[config.mk]
export PLATFORM = sky130hd
export DESIGN_NAME = wid_decoder
export DESIGN_NICKNAME = d
export VERILOG_FILES = /design/src/verilog/wid_decoder.v
export VERILOG_INCLUDE_DIRS = /design/src /design/src/common
export SDC_FILE = /design/constraint.sdc
export NUM_CORES = 1
export LEC_CHECK = 0
export BUFFER_PORTS_ARGS = -buffer_cell sky130_fd_sc_hd__clkbuf_2
export CELL_PAD_IN_SITES_DETAIL_PLACEMENT = 1
export CELL_PAD_IN_SITES_GLOBAL_PLACEMENT = 2
export CORE_MARGIN = 1
export CORE_UTILIZATION = 39
export DETAILED_ROUTE_END_ITERATION = 7
export PLACE_DENSITY_LB_ADDON = 0.1
export SYNTH_ARGS = -nofsm -noshare
export SYNTH_HDL_FRONTEND = slang
export SYNTH_SLANG_ARGS = --single-unit
[constraint.sdc]
create_clock -name mclk_i -period 6.1 [get_ports mclk_i]
set_input_delay 0.61 -clock mclk_i [delete_from_list [all_inputs] [get_ports mclk_i]]
set_output_delay 0.61 -clock mclk_i [all_outputs]
set_load 0.005 [all_outputs]
[src/common/wid_defs.vh]
// Constants for the workspace instruction decoder: register offsets, control bits,
// flag word bit positions, addressing-mode codes and reset values.
// Assumes it is included by name from the design file only.
`ifndef WID_DEFS_VH
`define WID_DEFS_VH

// ********************************************************************
// Register byte offsets on the AHB-Lite slave.
// ********************************************************************
`define WID_OFS_CTRL      8'h00
`define WID_OFS_WSP       8'h04
`define WID_OFS_PC        8'h08
`define WID_OFS_FLAG      8'h0c
`define WID_OFS_INSTR     8'h10
`define WID_OFS_FORMAT    8'h14
`define WID_OFS_FIELDS    8'h18
`define WID_OFS_SRC_EA    8'h1c
`define WID_OFS_DST_EA    8'h20
`define WID_OFS_TARGET    8'h24
`define WID_OFS_IMM       8'h28
`define WID_OFS_SV_WSP    8'h2c
`define WID_OFS_SV_PC     8'h30
`define WID_OFS_SV_FLAG   8'h34

// ********************************************************************
// Control register bits.
// ********************************************************************
`define WID_CTRL_START    0
`define WID_CTRL_SAVE     1
`define WID_CTRL_RESTORE  2
`define WID_STAT_BUSY     0
`define WID_STAT_DONE     1

// ********************************************************************
// Flag word bit positions (bit 15 is the leftmost flag).
// ********************************************************************
`define WID_FLAG_ODD_PARITY  10
`define WID_FLAG_EXT_OP      9

// ********************************************************************
// Addressing-mode codes and operation codes.
// ********************************************************************
`define WID_MODE_DIRECT   2'h0
`define WID_MODE_INDIR    2'h1
`define WID_MODE_SYMBOL   2'h2
`define WID_MODE_AUTOINC  2'h3
`define WID_OP_MOVE       3'h6

// ********************************************************************
// Steps, limits and reset values.
// ********************************************************************
`define WID_WORD_STEP     16'h0002
`define WID_BYTE_STEP     16'h0001
`define WID_SERIAL_MAX    4'h8
`define WID_WSP_RESET     16'h0000
`define WID_PC_RESET      16'h0000
`define WID_FLAG_RESET    16'h0000

`endif

[src/verilog/wid_decoder.v]
// Decode stage of a 16-bit memory-workspace processor with its context registers.
// Assumes a same-clock memory port that answers each held request with a one-cycle ack,
// and an AHB-Lite master with this block as its only slave.
//
// Functional notes
// - Context swap saves only base, counter, flags.
// - Sixteen registers start at loadable base pointer.
// - Shift and immediate operands are workspace registers.
// - Instructions are one to three words.
// - Nine layouts recognised, fields extracted per layout.
// - Byte indicator one means byte operand.
// - Mode codes: direct, indirect, memory, autoincrement.
// - Memory mode register zero means not indexed.
// - Register fields name registers 0 to 15.
// - Relative target is counter plus twice the displacement.
// - Count field gives shift or serial bits.
// - Byte direct register access uses high byte.
// - Operation code 110 decodes as move.
// - Destination fields high, source fields low.
// - Indirect reads register, contents become address.
// - Serial transfers up to eight bits set parity.
// - Execute instruction itself changes no flags.
// - Extended operation start sets its flag.
// - Autoincrement adds one byte or two word.
// - Memory mode uses next word, plus index.
`timescale 1ns/1ps
`include "wid_defs.vh"

module wid_decoder (
   input  wire        mclk_i,
   input  wire        rst_i,
   input  wire        hsel_i,
   input  wire [7:0]  haddr_i,
   input  wire [1:0]  htrans_i,
   input  wire        hwrite_i,
   input  wire [2:0]  hsize_i,
   input  wire [31:0] hwdata_i,
   input  wire        hready_i,
   output reg  [31:0] hrdata_o,
   output reg         hreadyout_o,
   output reg         hresp_o,
   output reg         mem_req_o,
   output reg         mem_we_o,
   output reg  [15:0] mem_addr_o,
   output reg  [15:0] mem_wdata_o,
   input  wire [15:0] mem_rdata_i,
   input  wire        mem_ack_i
);

   // ********************************************************************
   // States.
   // ********************************************************************
   localparam [9:0] S_IDLE  = 10'h001;
   localparam [9:0] S_FETCH = 10'h002;
   localparam [9:0] S_DEC   = 10'h004;
   localparam [9:0] S_OPND  = 10'h008;
   localparam [9:0] S_REGRD = 10'h010;
   localparam [9:0] S_INCWR = 10'h020;
   localparam [9:0] S_EXTRD = 10'h040;
   localparam [9:0] S_IDXRD = 10'h080;
   localparam [9:0] S_IMMRD = 10'h100;
   localparam [9:0] S_DATRD = 10'h200;

   reg  [9:0]  state;
   reg  [15:0] iw;
   reg  [15:0] wsp;
   reg  [15:0] pc;
   reg  [15:0] flag_word;
   reg  [15:0] src_ea;
   reg  [15:0] dst_ea;
   reg  [15:0] imm;
   reg  [15:0] target;
   reg  [15:0] ext;
   reg  [15:0] hold;
   reg  [15:0] sv_wsp;
   reg  [15:0] sv_pc;
   reg  [15:0] sv_flag;
   reg         opnd_dst;
   reg  [1:0]  cur_mode;
   reg  [3:0]  cur_reg;
   reg         done_flag;
   reg         ahb_wr;
   reg         ahb_rd;
   reg  [7:0]  ahb_addr;
   reg  [15:0] acc_addr;
   reg         acc_we;
   reg         acc_mem;
   reg  [31:0] rd_mux;

   // ********************************************************************
   // Instruction layout decode.
   // ********************************************************************
   wire        grp0   = (iw[15:12] == 4'h0);
   wire        grp3   = (iw[15:13] == 3'h1);
   wire        fmt1   = (iw[15:14] != 2'h0);
   wire        fmt2   = (iw[15:12] == 4'h1);
   wire        fmt3   = grp3 && ((iw[12:11] == 2'h0) || (iw[12:10] == 3'h2));
   wire        fmt4   = grp3 && (iw[12:11] == 2'h2);
   wire        fmt9   = grp3 && ((iw[12:10] == 3'h3) || (iw[12:11] == 2'h3));
   wire        fmt5   = grp0 && iw[11];
   wire        fmt6   = grp0 && (iw[11:10] == 2'h1);
   wire        ctl_sp = grp0 && (iw[11:9] == 3'h1) && iw[8] && (iw[7:5] != 3'h0);
   wire        fmt7   = ctl_sp;
   wire        fmt8   = grp0 && (iw[11:9] == 3'h1) && !ctl_sp;
   wire [8:0]  fmt_vec = {fmt9, fmt8, fmt7, fmt6, fmt5, fmt4, fmt3, fmt2, fmt1};

   // Destination fields sit in the upper half, source fields in the lower half.
   wire [1:0]  dest_mode_field   = iw[11:10];
   wire [3:0]  dest_reg_field    = iw[9:6];
   wire [1:0]  source_mode_field = iw[5:4];
   wire [3:0]  source_reg_field  = iw[3:0];
   wire        byte_ind          = fmt1 && iw[12];
   wire [3:0]  count_field       = fmt5 ? iw[7:4] : iw[9:6];
   wire [7:0]  disp_field        = iw[7:0];
   wire        is_move           = fmt1 && (iw[15:13] == `WID_OP_MOVE);
   wire        is_xop            = grp3 && (iw[12:10] == 3'h3);
   wire        is_exec           = fmt6 && (iw[9:6] == 4'h2);
   wire        serial_byte       = fmt4 && (count_field != 4'h0) &&
                                   (count_field <= `WID_SERIAL_MAX);
   wire        opnd_byte         = byte_ind || serial_byte;
   wire        imm_needed        = fmt8 && (iw[8:5] != 4'h5) && (iw[8:5] != 4'h6);

   // Shift and immediate layouts always name a workspace register directly.
   wire        has_src  = fmt1 || fmt3 || fmt4 || fmt5 || fmt6 || fmt8 || fmt9;
   wire        has_dst  = fmt1 || fmt3 || (fmt9 && !is_xop);
   wire [1:0]  src_mode = (fmt5 || fmt8) ? `WID_MODE_DIRECT : source_mode_field;
   wire [1:0]  dst_mode = fmt1 ? dest_mode_field : `WID_MODE_DIRECT;
   wire [15:0] step     = opnd_byte ? `WID_BYTE_STEP : `WID_WORD_STEP;
   wire [15:0] reg_addr = wsp + {11'h000, cur_reg, 1'b0};
   wire [15:0] rel_tgt  = pc + {{7{disp_field[7]}}, disp_field, 1'b0};
   wire [31:0] fields   = {6'h00, is_move, disp_field, count_field, byte_ind,
                           dest_mode_field, dest_reg_field, source_mode_field, source_reg_field};

   // ********************************************************************
   // Memory access address per state.
   // ********************************************************************
   always @* begin
      acc_addr = pc;
      acc_we   = 1'b0;
      acc_mem  = 1'b1;
      case (state)
         S_FETCH: acc_addr = pc;
         S_REGRD: acc_addr = reg_addr;
         S_INCWR: begin
            acc_addr = reg_addr;
            acc_we   = 1'b1;
         end
         S_EXTRD: acc_addr = pc;
         S_IDXRD: acc_addr = reg_addr;
         S_IMMRD: acc_addr = pc;
         S_DATRD: acc_addr = {src_ea[15:1], 1'b0};
         default: acc_mem  = 1'b0;
      endcase
   end

   // ********************************************************************
   // Register read mux.
   // ********************************************************************
   always @* begin
      rd_mux = 32'h0000_0000;
      case (ahb_addr)
         `WID_OFS_CTRL:    rd_mux = {30'h0000_0000, done_flag, (state != S_IDLE)};
         `WID_OFS_WSP:     rd_mux = {16'h0000, wsp};
         `WID_OFS_PC:      rd_mux = {16'h0000, pc};
         `WID_OFS_FLAG:    rd_mux = {16'h0000, flag_word};
         `WID_OFS_INSTR:   rd_mux = {16'h0000, iw};
         `WID_OFS_FORMAT:  rd_mux = {23'h00_0000, fmt_vec};
         `WID_OFS_FIELDS:  rd_mux = fields;
         `WID_OFS_SRC_EA:  rd_mux = {16'h0000, src_ea};
         `WID_OFS_DST_EA:  rd_mux = {16'h0000, dst_ea};
         `WID_OFS_TARGET:  rd_mux = {16'h0000, target};
         `WID_OFS_IMM:     rd_mux = {16'h0000, imm};
         `WID_OFS_SV_WSP:  rd_mux = {16'h0000, sv_wsp};
         `WID_OFS_SV_PC:   rd_mux = {16'h0000, sv_pc};
         `WID_OFS_SV_FLAG: rd_mux = {16'h0000, sv_flag};
         default:          rd_mux = 32'h0000_0000;
      endcase
   end

   // ********************************************************************
   // Operand completion: store the address, then go to the next operand.
   // ********************************************************************
   task finish_op;
      input [15:0] ea;
      begin
         if (!opnd_dst)
            src_ea <= ea;
         else
            dst_ea <= ea;
         if (!opnd_dst && has_dst) begin
            opnd_dst <= 1'b1;
            cur_mode <= dst_mode;
            cur_reg  <= dest_reg_field;
            state    <= S_OPND;
         end else if (imm_needed) begin
            state <= S_IMMRD;
         end else if (serial_byte) begin
            state <= S_DATRD;
         end else begin
            // Only the extended operation touches a flag here; the execute
            // instruction and all others leave the flag word as it was.
            if (is_xop && !is_exec)
               flag_word[`WID_FLAG_EXT_OP] <= 1'b1;
            done_flag <= 1'b1;
            state     <= S_IDLE;
         end
      end
   endtask

   // ********************************************************************
   // Bus slave, context registers and decode sequencer.
   // ********************************************************************
   always @(posedge mclk_i) begin
      if (rst_i) begin
         hrdata_o    <= 32'h0000_0000;
         hreadyout_o <= 1'b1;
         hresp_o     <= 1'b0;
         mem_req_o   <= 1'b0;
         mem_we_o    <= 1'b0;
         mem_addr_o  <= 16'h0000;
         mem_wdata_o <= 16'h0000;
         state       <= S_IDLE;
         iw          <= 16'h0000;
         wsp         <= `WID_WSP_RESET;
         pc          <= `WID_PC_RESET;
         flag_word   <= `WID_FLAG_RESET;
         src_ea      <= 16'h0000;
         dst_ea      <= 16'h0000;
         imm         <= 16'h0000;
         target      <= 16'h0000;
         ext         <= 16'h0000;
         hold        <= 16'h0000;
         sv_wsp      <= `WID_WSP_RESET;
         sv_pc       <= `WID_PC_RESET;
         sv_flag     <= `WID_FLAG_RESET;
         opnd_dst    <= 1'b0;
         cur_mode    <= `WID_MODE_DIRECT;
         cur_reg     <= 4'h0;
         done_flag   <= 1'b0;
         ahb_wr      <= 1'b0;
         ahb_rd      <= 1'b0;
         ahb_addr    <= 8'h00;
      end else begin
         // Reads take one wait state so that a read right behind a write sees it.
         hreadyout_o <= 1'b1;
         ahb_wr      <= 1'b0;
         ahb_rd      <= 1'b0;
         if (hsel_i && htrans_i[1] && hready_i) begin
            ahb_addr <= {haddr_i[7:2], 2'h0};
            ahb_wr   <= hwrite_i;
            ahb_rd   <= !hwrite_i;
            if (!hwrite_i)
               hreadyout_o <= 1'b0;
         end
         if (ahb_rd)
            hrdata_o <= rd_mux;

         // Software writes to the context are taken only while idle.
         if (ahb_wr && (state == S_IDLE)) begin
            case (ahb_addr)
               `WID_OFS_CTRL: begin
                  if (hwdata_i[`WID_CTRL_SAVE]) begin
                     sv_wsp  <= wsp;
                     sv_pc   <= pc;
                     sv_flag <= flag_word;
                  end
                  if (hwdata_i[`WID_CTRL_RESTORE]) begin
                     wsp       <= sv_wsp;
                     pc        <= sv_pc;
                     flag_word <= sv_flag;
                  end
                  if (hwdata_i[`WID_CTRL_START]) begin
                     done_flag <= 1'b0;
                     state     <= S_FETCH;
                  end
               end
               `WID_OFS_WSP:  wsp       <= hwdata_i[15:0];
               `WID_OFS_PC:   pc        <= hwdata_i[15:0];
               `WID_OFS_FLAG: flag_word <= hwdata_i[15:0];
               default: begin
               end
            endcase
         end

         if (acc_mem && !mem_req_o) begin
            mem_req_o   <= 1'b1;
            mem_we_o    <= acc_we;
            mem_addr_o  <= acc_addr;
            mem_wdata_o <= hold + step;
         end

         case (state)
            S_IDLE: begin
            end
            S_FETCH: begin
               if (mem_req_o && mem_ack_i) begin
                  mem_req_o <= 1'b0;
                  iw        <= mem_rdata_i;
                  pc        <= pc + `WID_WORD_STEP;
                  state     <= S_DEC;
               end
            end
            S_DEC: begin
               target   <= rel_tgt;
               opnd_dst <= !has_src;
               cur_mode <= has_src ? src_mode : dst_mode;
               cur_reg  <= has_src ? source_reg_field : dest_reg_field;
               if (has_src || has_dst)
                  state <= S_OPND;
               else
                  finish_op(16'h0000);
            end
            S_OPND: begin
               case (cur_mode)
                  `WID_MODE_DIRECT: finish_op(reg_addr);
                  `WID_MODE_SYMBOL: state <= S_EXTRD;
                  default:          state <= S_REGRD;
               endcase
            end
            S_REGRD: begin
               if (mem_req_o && mem_ack_i) begin
                  mem_req_o <= 1'b0;
                  hold      <= mem_rdata_i;
                  if (cur_mode == `WID_MODE_AUTOINC)
                     state <= S_INCWR;
                  else
                     finish_op(mem_rdata_i);
               end
            end
            S_INCWR: begin
               if (mem_req_o && mem_ack_i) begin
                  mem_req_o <= 1'b0;
                  finish_op(hold);
               end
            end
            S_EXTRD: begin
               if (mem_req_o && mem_ack_i) begin
                  mem_req_o <= 1'b0;
                  pc        <= pc + `WID_WORD_STEP;
                  ext       <= mem_rdata_i;
                  if (cur_reg == 4'h0)
                     finish_op(mem_rdata_i);
                  else
                     state <= S_IDXRD;
               end
            end
            S_IDXRD: begin
               if (mem_req_o && mem_ack_i) begin
                  mem_req_o <= 1'b0;
                  finish_op(ext + mem_rdata_i);
               end
            end
            S_IMMRD: begin
               if (mem_req_o && mem_ack_i) begin
                  mem_req_o <= 1'b0;
                  pc        <= pc + `WID_WORD_STEP;
                  imm       <= mem_rdata_i;
                  done_flag <= 1'b1;
                  state     <= S_IDLE;
               end
            end
            S_DATRD: begin
               if (mem_req_o && mem_ack_i) begin
                  mem_req_o <= 1'b0;
                  // An odd address picks the low byte; register words pick the high byte.
                  flag_word[`WID_FLAG_ODD_PARITY] <= src_ea[0] ? ^mem_rdata_i[7:0]
                                                               : ^mem_rdata_i[15:8];
                  done_flag <= 1'b1;
                  state     <= S_IDLE;
               end
            end
            default: state <= S_IDLE;
         endcase
      end
   end

endmodule

* Yosys cells after proc, flatten, opt, wreduce, memory -nomap -nowiden
Cells that the tools add are included.
** Cells by class
- Add/sub/neg operators :: 5
- Multiply operators :: 0
- Divide/modulo/power cells :: 0
- Magnitude comparators :: 1
- Equality and inequality tests :: 56
- Shift operators :: 0
- Multiplexer cells :: 128
- Bitwise gates (word level) :: 1
- Reduce and logical (&&, ||, !) cells :: 74
** Operators by type and width (count)
- $mux W16 :: 32
- $pmux W26 S14 :: 1
- $pmux W16 S6 :: 2
- $mux W10 :: 14
- $pmux W16 S2 :: 4
- $pmux W10 S8 :: 1
- $mux W4 :: 11
- $mux W1 :: 43
- $eq A6 B4 Y1 const B :: 6
- $ne A2 B2 Y1 const B :: 17
- $add A16 B16 Y16 :: 2
- $mux W2 :: 13
- $reduce_and A13 Y1 :: 2
- $logic_and A1 B1 Y1 :: 25
- $eq A6 B3 Y1 const B :: 4
- $pmux W10 S2 :: 1
- $pmux W4 S5 :: 1
- $add A16 B2 Y16 :: 1
- $add A16 B2 Y16 const B :: 1
- $add A16 B5 Y16 :: 1
- $reduce_xor A8 Y1 :: 2
- $eq A6 B2 Y1 const B :: 2
- $logic_or A1 B1 Y1 :: 12
- $mux W11 :: 1
- 41 further kinds :: 66
** Word-level totals
- Register bits after elaboration :: 301
- Bits in latches :: 0
- Memory bits (writable) :: 0
- Bits in read-only memories :: 0
- Output and inout bits :: 68
- Memories :: 0

* Logic depth before layout (Yosys ltp)
- Depth in word-level cells :: 13
- Depth in mapped cells :: 13
- Depth with buffers taken out :: 12

* Worst setup path after synthesis
OpenSTA, ideal clock, no wires.
- Path type :: flip-flop to flip-flop
- From :: register iw[13]
- To :: register mem_wdata_o[11]
- Setup time :: 0.086 ns
- Arrival :: 2.995 ns
- Required time :: 6.014 ns
- Path slack :: 3.019 ns
- Cell stages (with the launch flop) :: 13
- Path through :: dfxtp_1 nor4_1 a21oi_1 or4_1 o22ai_1 a21o_1 inv_1 ha_1 a21o_1 and4_1 nand3_1 xor2_1 a211oi_1
** Between the ends
- Cells in the longest elaborated chain, start to end :: 9
- Elaborated cells between the ends (all ways) :: 12
- Classes of those cells :: 1 x add/sub; 1 x order compare; 1 x eq/ne; 2 x mux; 7 x reduce/logical
** RTL lines
- from (decl) :: line wid_decoder.v:65 : reg [15:0] iw;
- from (signal assigned) :: line wid_decoder.v:298 : iw <= mem_rdata_i;
- branches (longest 5 deep; another with $le A4 B4 Y1)
- $logic_and A1 B1 Y1 (*) :: line wid_decoder.v:118 : wire serial_byte = fmt4 && (count_field != 4'h0) &&
- $logic_or A1 B1 Y1 (*) :: line wid_decoder.v:120 : wire opnd_byte = byte_ind || serial_byte;
- $mux W2 (no source line) (*)
- $add A16 B2 Y16 (*) :: line wid_decoder.v:289 : mem_wdata_o <= hold + step;
- to (signal assigned) :: line wid_decoder.v:289
- to (decl) :: line wid_decoder.v:45 : output reg [15:0] mem_wdata_o,
Mark *: on every way between the ends.
A chain may end at the register's enable or synchronous reset.

* Final worst setup path
Same ends and word-level chain as after synthesis.

==> results.md <==
- Ports: approximately 140
- Clk root buf: clkbuf_16
- Cell Area, Placed: approximately 17000 µm²
- CP Launch Type: flip-flop
- Post-detail-place hpwl: 46.5 mm
- Post-synth top area share: 37.6%
- Status: finished, final reports clean
- First-pass GRT wire length: 98.4 mm
- Crit. End Element: flip-flop
- Sequential area share after synthesis: between 30% and 40%
- TNS Setup: 0 ns
- Fin nets: 2116
- Reg2reg start: iw[13]
- Most frequent cells after synthesis: nand2_1, dfxtp_1, nor2_1
- PD cells: 250 nW/µm²
- Routed Antenna Nets: 0
- Most flops, register: hrdata_o
- CTS Buf Count: 37
- Synth unique cells: 74
- RSZ-0062 raised after global routing: false
- Starting DRT DRC Count: 1391
- Seq cells post-synth: 295
- Ys flop type: dfxtp_1
- Number of synthesized flops with an enable pin: 0
- Worst hold path class: input port to flip-flop
- Most numerous cell in the Yosys netlist: nand2_1
- Initial antenna violation count: 0
- Number of global-route vias before repair: 15361
- Final Setup Violations: 0
- Largest register FFs: 26
- Vias: 15513
- Ys async rst share: 0%
- Routability Congestion: 0.921
- Hold EP: ahb_rd
- Synthesized area: 15700 µm²
- Cells taking the most area after synthesis: dfxtp_1, nand2_1, a21oi_1, nor2_1, mux2i_1
- Final worst path period share: 65.5%
- Worst-path clk slew: 0.06 ns
- Core ar.: between 30000 and 40000 µm²
- Fraction of layout cells with a size suffix above 1: 11.3%
- Max FO, Critical Path: 7
- Hold path cells: 2
- Fillers: ~4800
- Starting Density: 39.6%
- Worst-case clock buffer depth: 3
- # resized after CTS: 0
- Remaining DRCs: 0
- Rel. slew slack: between 10% and 20%
- H-tree levels: 2
- Row cnt: 73
- Worst setup path class: flip-flop to flip-flop
- Mean post-synth cell area: 7.90 µm²
- Worst R2R Setup Slack: 2.11 ns
- R2R Path End: mem_wdata_o[11]
- Design Area, Final: 17800 µm²
- Die ar.: 41100 µm²
- Crit path DAT: 4.46 ns
- Total track usage: 31.7%
- Die X: 203 µm
- Clock latency on the worst-skew pair: 0.57 ns
- Hold Buf Count CTS: 0
- Vias per inst: between 6 and 7
- # Post-CTS Setup Buffers: 0
- Syn-to-layout area delta: 13.5%
- Leakage: 6.21 nW
- Router iterations before antenna repair: 6
- FMAX: roughly 0.25 GHz
- Largest net degree at the start of global routing: 135
- HP Start: hwrite_i
- Number of buffers inserted by port buffering: approximately 110
- Yosys top cell by area: dfxtp_1
- CTS tree: built
- Count of pins over their slew limit: 0
- Number of hold violations in the final report: 0
- Tmin final: 3.99 ns
- Final WL: 65.1 mm
- Clk_skew: 0.0157 ns
- Avg WL per Cell: 25.4 µm
- Worst vdd ir: 0.204 mV
- Clock sinks: 295
- Max_cap viols: 0
- Chip height: a little over 200 µm
- Total gr overflow: 0
- Ant. Diodes: 0
- Worst-Margin Slew: roughly 1.2 ns
- Mapped Cells: 1989
- Synth warnings: 0
- Worst reg2reg path depth: 12
- Req. time, crit path: 6.57 ns
## through the flow
stage	hold WS [ns]	utilization (%)	power, mW	std cells	setup WS (ns)
5_1_grt	0.252	44.9	4.60	2562	1.84
3_3_place_gp	0.439	41.6	2.17	2495	2.23
4_1_cts	0.232	44.9	4.51	2562	2.12
6_report	0.247	44.9	4.47	2562	2.11
2_1_floorplan	0.431	-	2.09	1995	3.02
3_5_place_dp	0.449	41.6	2.17	2495	2.13
## cells in the final DEF, fill, tap and decap left out, drive strengths merged, types with 32 or more instances in the layout
cell,instances
mux2i,66
a21oi,179
nand3,47
ha,36
buf,33
nor2,223
clkbuf,157
nand2,344
dfxtp,295
nor3,32
o21ai,76
a211oi,62
a22oi,76
xnor2,41
## layer usage
layer	up-vias	global-route usage, %	part of all wire [%]
met5	-	0	0
met4	0	13.5	4.3
met3	125	4.56	6.1
met1	7657	42.8	45
met2	515	50.3	45
li1	7216	-	-
## critical path, stage by stage (launching register included)
cell      delay (ns)
dfxtp_1         0.45
nor4_1          0.93
a21oi_1         0.15
or4_1           0.43
o22ai_1         0.31
a21o_1          0.23
inv_1           0.10
ha_1            0.28
a21o_1          0.21
and4_1          0.31
nand3_1         0.11
xor2_1          0.17
a211oi_1        0.23
## worst max-delay path by stage
| stage | from | endpoint | cells after the start |
|---|---|---|---|
| floorplan | iw[13] | mem_wdata_o[11] | 12 |
| global placement | iw[13] | mem_wdata_o[11] | 12 |
| detailed placement | iw[13] | mem_wdata_o[15] | 12 |
| CTS | iw[13] | mem_wdata_o[15] | 12 |
| global route | state[7] | cur_mode[0] | 6 |
| finish | iw[13] | mem_wdata_o[11] | 12 |
## report_power, final
part | leakage, nW | switching (mW) | internal [mW]
sequential | 2.38 | 0.00794 | 1.93
clock | 0.638 | 0.913 | 1.43
combinational | 3.20 | 0.141 | 0.0493
## cell type report
class	count	area, µm²	share of cell area, %
tap	525	657	3.68
clock inverter	14	156	0.877
inverter	16	60.1	0.337
clock buffer	53	1140	6.38
sequential	295	5910	33.1
multi-input combinational	1522	9130	51.2
timing repair buffer	137	788	4.42
## cell families after synthesis
family / share of synthesized area, %
buf+inv: 4.71
compound gates: 24.6
simple gates: 21.9
mux: 4.28
flops: 37.6
other cells: 0.0239
xor+xnor: 3.46
fa+ha+maj: 3.38
(Power assumes the default switching activity.)
